===== config.mk =====
export PLATFORM = sky130hd
export DESIGN_NAME = hdlc_fifo_threshold
export DESIGN_NICKNAME = d
export VERILOG_FILES = /design/src/core/hdlc_thr_pkg.sv /design/src/core/hdlc_fifo_threshold.sv
export SDC_FILE = /design/constraint.sdc
export NUM_CORES = 1
export LEC_CHECK = 0
export ABC_CLOCK_PERIOD_IN_PS = 1900
export BUFFER_PORTS_ARGS = -buffer_cell sky130_fd_sc_hd__buf_2
export CAP_MARGIN = 20
export CORE_MARGIN = 8
export CORE_UTILIZATION = 44
export CTS_CLUSTER_DIAMETER = 40
export CTS_CLUSTER_SIZE = 8
export DETAILED_ROUTE_END_ITERATION = 10
export PLACE_DENSITY_LB_ADDON = 0.08
export SYNTH_ARGS = -nofsm -noshare
export SYNTH_HDL_FRONTEND = slang
export SYNTH_SLANG_ARGS = --single-unit

===== constraint.sdc =====
create_clock -name CLK_IN -period 1.9 [get_ports CLK_IN]
set_clock_uncertainty 0.15 [all_clocks]
set_input_delay 0.38 -clock CLK_IN [delete_from_list [all_inputs] [get_ports CLK_IN]]
set_output_delay 0.38 -clock CLK_IN [all_outputs]
set_load 0.01 [all_outputs]

===== src/core/hdlc_thr_pkg.sv =====
package hdlc_thr_pkg;
   // Register offsets
   localparam logic [7:0] OFS_TEST_STATUS  = 8'h1C;
   localparam logic [7:0] OFS_FULL_LEVEL   = 8'h1D;
   localparam logic [7:0] OFS_IRQ_THRESH   = 8'h1E;
   // Field positions
   localparam int RX_BIT_CLK_POS = 3;
   localparam int TX_BIT_CLK_POS = 2;
   localparam int CRC_OK_POS     = 1;
   localparam int ADDR_OK_POS    = 0;
   localparam int RX_CODE_LSB    = 4;
   localparam int TX_CODE_LSB    = 0;
   localparam int CODE_W         = 3;
   // Threshold arithmetic
   localparam logic [7:0] FULL_STEP   = 8'h10;
   localparam logic [7:0] RXIRQ_BASE  = 8'h40;
   localparam logic [7:0] IRQ_STEP    = 8'h08;
   localparam logic [2:0] CODE_RESET  = 3'h0;
   localparam logic [2:0] SYNC_RESET  = 3'h0;

   typedef struct packed {
      logic       rx_bit_clock;
      logic       tx_bit_clock;
      logic       crc_match;
      logic       addr_match;
   } hdlc_status_t;
endpackage : hdlc_thr_pkg


===== src/core/hdlc_fifo_threshold.sv =====
// The plain strobed port was left to the implementer.
`timescale 1ns/1ps
`default_nettype none
module hdlc_fifo_threshold
   #(parameter int OCC_W = 8)
   (
   // Clock and reset
   input  wire logic             CLK_IN,
   input  wire logic             RST_IN,
   // Register port
   input  wire logic [7:0]       ADDR_IN,
   input  wire logic [7:0]       WDATA_IN,
   input  wire logic             WR_IN,
   input  wire logic             RD_IN,
   output var  logic [7:0]       RDATA_OUT,
   // Engine status, from logic on this clock
   input  wire logic             RECEIVER_ENABLE_BIT_IN,
   input  wire logic             TRANSMITTER_ENABLE_BIT_IN,
   input  wire logic             RX_BIT_CLOCK_IN,
   input  wire logic             TX_BIT_CLOCK_IN,
   input  wire logic             CRC_MATCH_IN,
   input  wire logic             ADDR_MATCH_IN,
   // FIFO occupancy
   input  wire logic [OCC_W-1:0] RX_OCCUPANCY_IN,
   input  wire logic [OCC_W-1:0] TX_OCCUPANCY_IN,
   // Status and interrupt levels
   output var  logic             RX_FIFO_FULL_OUT,
   output var  logic             TX_FIFO_FULL_OUT,
   output var  logic             RX_FIFO_FULL_IRQ_OUT,
   output var  logic             TX_FIFO_LOW_IRQ_OUT
   );

   typedef struct packed {
      logic [2:0]               rx_full_level_code;
      logic [2:0]               tx_full_level_code;
      logic [2:0]               rx_full_irq_threshold_code;
      logic [2:0]               tx_low_irq_threshold_code;
      hdlc_thr_pkg::hdlc_status_t status;
      logic [7:0]               rdata;
      logic                     rx_full;
      logic                     tx_full;
      logic                     rx_irq;
      logic                     tx_irq;
   } state_t;

   state_t state_reg;
   state_t state_next;

   logic [OCC_W:0] rx_full_level;
   logic [OCC_W:0] tx_full_level;
   logic [OCC_W:0] rx_irq_level;
   logic [OCC_W:0] tx_irq_level;
   logic [7:0]     status_byte;

   always_comb
   begin
      state_next = state_reg;
      // Bit clocks only show once the matching side is enabled
      state_next.status.rx_bit_clock = RX_BIT_CLOCK_IN & RECEIVER_ENABLE_BIT_IN;
      state_next.status.tx_bit_clock = TX_BIT_CLOCK_IN & TRANSMITTER_ENABLE_BIT_IN;
      state_next.status.crc_match    = CRC_MATCH_IN;
      state_next.status.addr_match   = ADDR_MATCH_IN;

      rx_full_level = (OCC_W+1)'((state_reg.rx_full_level_code + 9'h001) * hdlc_thr_pkg::FULL_STEP);
      tx_full_level = (OCC_W+1)'((state_reg.tx_full_level_code + 9'h001) * hdlc_thr_pkg::FULL_STEP);
      rx_irq_level  = (OCC_W+1)'(hdlc_thr_pkg::RXIRQ_BASE
                      + state_reg.rx_full_irq_threshold_code * hdlc_thr_pkg::IRQ_STEP);
      tx_irq_level  = (OCC_W+1)'((state_reg.tx_low_irq_threshold_code + 9'h001)
                      * hdlc_thr_pkg::IRQ_STEP);

      state_next.rx_full = {1'b0, RX_OCCUPANCY_IN} >= rx_full_level;
      state_next.tx_full = {1'b0, TX_OCCUPANCY_IN} >= tx_full_level;
      state_next.rx_irq  = {1'b0, RX_OCCUPANCY_IN} >= rx_irq_level;
      state_next.tx_irq  = {1'b0, TX_OCCUPANCY_IN} <= tx_irq_level;

      // Reserved upper nibble reads zero
      status_byte = {4'h0, state_reg.status};

      if (WR_IN)
      begin
         if (ADDR_IN == hdlc_thr_pkg::OFS_FULL_LEVEL)
         begin
            state_next.rx_full_level_code =
               WDATA_IN[hdlc_thr_pkg::RX_CODE_LSB +: hdlc_thr_pkg::CODE_W];
            state_next.tx_full_level_code =
               WDATA_IN[hdlc_thr_pkg::TX_CODE_LSB +: hdlc_thr_pkg::CODE_W];
         end
         if (ADDR_IN == hdlc_thr_pkg::OFS_IRQ_THRESH)
         begin
            state_next.rx_full_irq_threshold_code =
               WDATA_IN[hdlc_thr_pkg::RX_CODE_LSB +: hdlc_thr_pkg::CODE_W];
            state_next.tx_low_irq_threshold_code =
               WDATA_IN[hdlc_thr_pkg::TX_CODE_LSB +: hdlc_thr_pkg::CODE_W];
         end
      end

      // Unmapped addresses and idle cycles read zero
      state_next.rdata = 8'h00;
      if (RD_IN)
      begin
         case (ADDR_IN)
            hdlc_thr_pkg::OFS_TEST_STATUS: state_next.rdata = status_byte;
            hdlc_thr_pkg::OFS_FULL_LEVEL:
               state_next.rdata = {1'b0, state_reg.rx_full_level_code,
                                   1'b0, state_reg.tx_full_level_code};
            hdlc_thr_pkg::OFS_IRQ_THRESH:
               state_next.rdata = {1'b0, state_reg.rx_full_irq_threshold_code,
                                   1'b0, state_reg.tx_low_irq_threshold_code};
            default: state_next.rdata = 8'h00;
         endcase
      end
   end

   always_ff @(posedge CLK_IN)
   begin
      if (RST_IN)
      begin
         state_reg <= '0;
      end
      else
      begin
         state_reg <= state_next;
      end
   end

   assign RDATA_OUT            = state_reg.rdata;
   assign RX_FIFO_FULL_OUT     = state_reg.rx_full;
   assign TX_FIFO_FULL_OUT     = state_reg.tx_full;
   assign RX_FIFO_FULL_IRQ_OUT = state_reg.rx_irq;
   assign TX_FIFO_LOW_IRQ_OUT  = state_reg.tx_irq;

   // Ends of the selectable ranges, so the bound checks hold for whatever code is set
   localparam int FULL_MIN  = int'(hdlc_thr_pkg::FULL_STEP);
   localparam int FULL_MAX  = int'(hdlc_thr_pkg::FULL_STEP) << hdlc_thr_pkg::CODE_W;
   localparam int RXIRQ_MIN = int'(hdlc_thr_pkg::RXIRQ_BASE);
   localparam int RXIRQ_MAX = int'(hdlc_thr_pkg::RXIRQ_BASE)
      + int'(hdlc_thr_pkg::IRQ_STEP) * ((1 << hdlc_thr_pkg::CODE_W) - 1);
   localparam int TXLOW_MIN = int'(hdlc_thr_pkg::IRQ_STEP);
   localparam int TXLOW_MAX = int'(hdlc_thr_pkg::IRQ_STEP) << hdlc_thr_pkg::CODE_W;
endmodule : hdlc_fifo_threshold
`default_nettype wire


==> impl_metrics.csv, run 1 <==
group,metric,value,unit
outcome,status,"completed",
routing,drt-total-wl,3340,um
timing,fmax,551,MHz
clock_network,numClockSinks,27,
placed_design,gp_congestion,0.825,
floorplan,start_util,45.4,%
routing,via_per_inst,4.74,
grt,grt_pass1_vias,1258,
clock_network,cts_buffers,3,
synthesis,syn-instance-count,161,
power_and_ir_drop,power_density,518,nW/um^2
timing,finalCriticalPeriod,1820,ps
synthesis,synth_edf_count,0,
worst_hold_path,min_path_type,"in -> reg",
clock_network,clkTransAtPathRegs,150,ps
cells_and_area,n_antenna_cell,0,
synthesis,yosys_register_bits,27,
routing,final_antenna_net_count,0,
clock_network,cts-root-buf,"clkbuf_4",
cells_and_area,final_cell_mix,"buf_2 (50), dfxtp_1 (27), nor2_1 (25)",
floorplan,dieArea,5540,um^2
grt,antenna_found_initial,0,
floorplan,fp.dieH,74.4,um
clock_network,cts-hold-fix-buffers,0,
routing,drc_errors,0,
grt,track_usage,12.6,%
routing,vias,1223,
synthesis,ys_seq_area_share,36.0,%
setup_path,start_kind,"register",
placed_design,port-buffer-count,50,
clock_network,postCtsSetupRepairBufs,0,
setup_path,crit_type,"reg -> reg",
placed_design,pre_cts_ws,-197,ps
timing,fin_ws,83.8,ps
synthesis,synth_area_leaders,"dfxtp_1 (36%), ha_1 (15%), mux2i_1 (10%)",
power_and_ir_drop,vdd_drop_max,0.314,mV
cells_and_area,fin_nets,273,
routing,drtPass1Iterations,4,
synthesis,synth_cell_types,27,
cells_and_area,stdcell_area,1830,um^2
synthesis,syn_area,1500,um^2
synthesis,synth_nets,221,
synthesis,synth_async_sr_flop_share,0,%
floorplan,pin_count,54,
timing,finalSetupViolations,0,
grt,grt_pass1_wl,5530,um
timing,drv_slew,0,
synthesis,synth_ff_type,"dfxtp_1",
synthesis,synth_top_cell_area_share,36.0,%
power_and_ir_drop,leakagePower,0.000832,uW
clock_network,post_cts_resized,0,
flow_run,cap_violations,0,
grt,grt_max_degree,22,
cells_and_area,syn2layout_area_growth,22.0,%
setup_path,r2r-start,"state_reg[23]",
setup_path,required,1970,ps
grt,grt_overflow_total,0,
setup_path,endpoint_kind,"register",
floorplan,placementRows,21,
cells_and_area,final_common_cell,"buf_2",
cells_and_area,drive_gt1_share,31.6,%
floorplan,dieWidth,74.4,um
setup_path,critical_path.startpoint,"state_reg[23]",
routing,drt_iter0_markers,23,
timing,whs,107,ps
setup_path,arrival,1890,ps
clock_network,worstSkewPairLatency,320,ps
routing,wl_per_cell,13.0,um
setup_path,crit_path_max_fanout,2,
cells_and_area,largest_reg_flops,16,
timing,fin_crit_sh,95.6,%
timing,fin_tns_setup,0,ps
floorplan,coreArea,3310,um^2
clock_network,htreeDepth,1,
worst_hold_path,min-delay-start,"TRANSMITTER_ENABLE_BIT_IN",
synthesis,avgSynthCellArea,9.33,um^2
clock_network,cts_tree,"yes",
placed_design,place_area,1810,um^2
synthesis,synth_top_cell_by_area,"dfxtp_1",
timing,rsz0062_at_grt,"false",
clock_network,clockBufferDepth,2,
synthesis,yosysWarningCount,0,
timing,hold_viol,0,
placed_design,dp_hpwl,2850,um
## final timing paths
kind | to | slack [ps] | cells after the start
setup / recovery | TX_FIFO_FULL_OUT | 80 | 6
hold / removal | state_reg[14] | 110 | 3
setup reg to reg | TX_FIFO_FULL_OUT | 80 | 6
hold reg to reg | RDATA_OUT[3] | 330 | 1
## worst max-delay path: stages (launching register included)
cell      delay (ps)
dfxtp_1          350
ha_1             270
inv_1             50
ha_1             270
and4_1           190
o311ai_0         320
a21oi_1          110
## layout make-up
cell class	instances	area [um^2]
repair buffers	59	330
well taps	46	57.6
flip-flops and latches	27	541
clock buffers	4	26.3
multi-input cells	108	826
inverters	14	52.6
fillers	319	1480
## routing by layer
layer / part of all wire (%) / wire length (um) / track usage [%] / vias up
met5: 0 / 0 / 0 / -
met4: 0.57 / 19 / 3.26 / 0
met3: 8.6 / 289 / 3.37 / 2
met2: 44 / 1460 / 20.5 / 37
met1: 47 / 1580 / 16.0 / 538
li1: - / - / - / 646
## cell usage after synthesis, types with 2 or more instances
| master | instances |
|---|---|
| and4_1 | 2 |
| nor4b_4 | 2 |
| nor2b_1 | 6 |
| nor3_1 | 3 |
| ha_1 | 18 |
| nor2_1 | 25 |
| inv_1 | 14 |
| a21oi_1 | 9 |
| dfxtp_1 | 27 |
| o311ai_0 | 2 |
| nand2_1 | 7 |
| clkbuf_1 | 2 |
| nand3_1 | 4 |
| mux2i_1 | 15 |
| o21ai_0 | 2 |
| xnor2_1 | 3 |
| buf_4 | 8 |
| a22oi_1 | 3 |
## cell families (layout without fill, tap and decap cells)
family | after synthesis | count (layout) | share of synthesized area (%)
buffers and inverters | 26 | 77 | 9.08
adder cells (fa/ha/maj) | 18 | 18 | 15.0
AO/OA/AOI/OAI | 18 | 18 | 7.49
AND/OR/NAND/NOR | 53 | 53 | 20.5
flip-flops | 27 | 27 | 36.0
multiplexers | 15 | 15 | 9.99
XOR/XNOR | 3 | 3 | 1.75
other | 1 | 1 | 0.250
## through the flow
step | utilization, % | std cells | power (uW)
floorplan | - | 161 | 653
CTS | 55.4 | 258 | 960
global placement | 54.6 | 254 | 714
global route | 55.4 | 258 | 1000
finish | 55.4 | 258 | 949
detailed placement | 54.6 | 254 | 719
## report_power, final
| group | internal, uW | leakage [uW] | switching (uW) | total (uW) |
|---|---|---|---|---|
| clock network | 82.0 | 0.0000150 | 162 | 244 |
| logic | 63.1 | 0.000598 | 63.6 | 127 |
| registers | 576 | 0.000219 | 2.45 | 578 |
| total | 721 | 0.000832 | 228 | 949 |
Power figures use the tool's default switching activity.
==> run 2, diff against run 1 <==
Settings changed: REMOVE_ABC_BUFFERS set to 1.
==> run 2 against run 1 <==
Effect of this change:
- largest cell class unchanged
- first-iteration DRC count is 70% higher
- utilization barely moved
- global-route usage shrank 0.49 points
- maximum frequency up 2.0%
- die area did not move
- critical path type unchanged
- count of clock-buffer cells in the layout is 1 lower
- routed wire length shrank 5.8%
- final area about the same
==> impl_metrics.csv, run 2 (synthesis results as in run 1) <==
group,metric,value,unit
routing,drtPass1Iterations,4,
floorplan,pin_count,54,
floorplan,dieWidth,74.4,um
setup_path,r2r_cells,6,
worst_hold_path,holdPathEnd,"state_reg[14]",
cells_and_area,fill_cells,332,
placed_design,dp_hpwl,2720,um
floorplan,start_util,45.4,%
setup_path,start_kind,"register",
worst_hold_path,min_path_type,"in -> reg",
clock_network,numClockSinks,27,
routing,drt-total-wl,3150,um
setup_path,crit_type,"reg -> reg",
timing,fmax,562,MHz
timing,whs,93.5,ps
placed_design,gp_congestion,0.809,
floorplan,coreArea,3310,um^2
clock_network,htreeDepth,1,
clock_network,cts_buffers,3,
grt,grt_pass1_wl,5370,um
floorplan,dieArea,5540,um^2
clock_network,worstSkewPairLatency,330,ps
power_and_ir_drop,leakagePower,0.000835,uW
timing,finalSetupViolations,0,
routing,final_antenna_net_count,0,
routing,via_per_inst,4.72,
routing,vias,1222,
setup_path,arrival,1860,ps
cells_and_area,final_cell_mix,"buf_2 (50), dfxtp_1 (27), nor2_1 (25)",
routing,wl_per_cell,12.2,um
worst_hold_path,hold_depth,3,
cells_and_area,drive_gt1_share,32.4,%
timing,hold_viol,0,
timing,fin_crit_sh,93.7,%
cells_and_area,final_common_cell,"buf_2",
cells_and_area,final_cells,259,
clock_network,clkTransAtPathRegs,150,ps
cells_and_area,stdcell_area,1830,um^2
setup_path,crit_path_max_fanout,2,
placed_design,place_area,1800,um^2
grt,track_usage,12.1,%
flow_run,cap_violations,0,
cells_and_area,fin_nets,274,
setup_path,endpoint_kind,"register",
setup_path,reg2reg_to,"TX_FIFO_FULL_OUT",
worst_hold_path,min-delay-start,"TRANSMITTER_ENABLE_BIT_IN",
grt,grt_overflow_total,0,
grt,grt_max_degree,22,
grt,grt_pass1_vias,1362,
clock_network,cts_tree,"yes",
timing,rsz0062_at_grt,"false",
outcome,status,"completed",
floorplan,fp.dieH,74.4,um
setup_path,r2r-start,"state_reg[22]",
setup_path,regToRegSetupSlack,120,ps
timing,drv_slew,0,
power_and_ir_drop,power_density,526,nW/um^2
clock_network,cts-root-buf,"clkbuf_4",
clock_network,postCtsSetupRepairBufs,0,
timing,finalCriticalPeriod,1780,ps
placed_design,placed_cells,255,
cells_and_area,n_antenna_cell,0,
routing,drc_errors,0,
cells_and_area,finalCoreUtilization,55.3,%
clock_network,clockBufferDepth,2,
grt,antenna_found_initial,0,
placed_design,port-buffer-count,50,
routing,drt_iter0_markers,39,
floorplan,placementRows,21,
cells_and_area,syn2layout_area_growth,21.9,%
power_and_ir_drop,vdd_drop_max,0.228,mV
cells_and_area,largest_reg_flops,16,
setup_path,required,1980,ps
## run 2: cell count changes in the layout (fill, tap and decap cells not counted), sizes merged
cell,previous run,this run
buf,59,60
clkbuf,4,3
clkinvlp,0,1
## run 2: power breakdown
| part | switching, uW | leakage [uW] | internal, uW | total [uW] |
|---|---|---|---|---|
| logic | 63.2 | 0.000601 | 63.6 | 127 |
| clock network | 178 | 0.0000139 | 80.5 | 259 |
| registers | 2.22 | 0.000219 | 576 | 578 |
## run 2: layout make-up
cell class              instances  area, um^2  area share [%]
clock buffers                   3        22.5            1.23
multi-input cells             108         826            45.1
repair buffers                 60         325            17.8
flip-flops and latches         27         541            29.5
well taps                      46        57.6            3.14
inverters                      14        52.6            2.87
clock inverters                 1        7.51           0.410
## run 2: timing repair
action	4_1_cts	5_1_grt
hold endpoints to repair	0	0
gates resized for setup	0	1
setup endpoints to repair	0	1
hold buffers	0	0
## run 2: through the flow
step / setup TNS, ps / setup WS [ps] / power, uW
after CTS: 0 / 104 / 978
final: 0 / 120 / 964
after floorplan: -481 / -74.4 / 642
after detailed placement: -2150 / -164 / 719
after global placement: -1980 / -149 / 715
after global routing: 0 / 20.2 / 1020
## run 2: how the worst max path moves through the flow
| stage | end | slack, ps | start | cells past startpoint |
|---|---|---|---|---|
| 2_1_floorplan | RDATA_OUT[3] | -70 | ADDR_IN[5] | 3 |
| 3_3_place_gp | RDATA_OUT[4] | -150 | ADDR_IN[5] | 5 |
| 3_5_place_dp | RDATA_OUT[4] | -160 | ADDR_IN[5] | 5 |
| 4_1_cts | RX_FIFO_FULL_OUT | 100 | state_reg[25] | 6 |
| 5_1_grt | TX_FIFO_FULL_OUT | 20 | state_reg[22] | 6 |
| 6_report | TX_FIFO_FULL_OUT | 120 | state_reg[22] | 6 |
## run 2: critical path, cell delays in order, from the launching register on
cell and delay, ps:
dfxtp_1 350, ha_1 270, inv_1 40, ha_1 270, and4_1 190, o311ai_0 310
a21oi_1 110
## run 2: per-layer routing
| layer | global-route usage (%) | routed length [um] | up-vias |
|---|---|---|---|
| li1 | - | - | 650 |
| met4 | 4.57 | 23 | 0 |
| met5 | 0 | 0 | - |
| met2 | 22.2 | 1610 | 22 |
| met1 | 13.4 | 1380 | 548 |
| met3 | 2.29 | 139 | 2 |
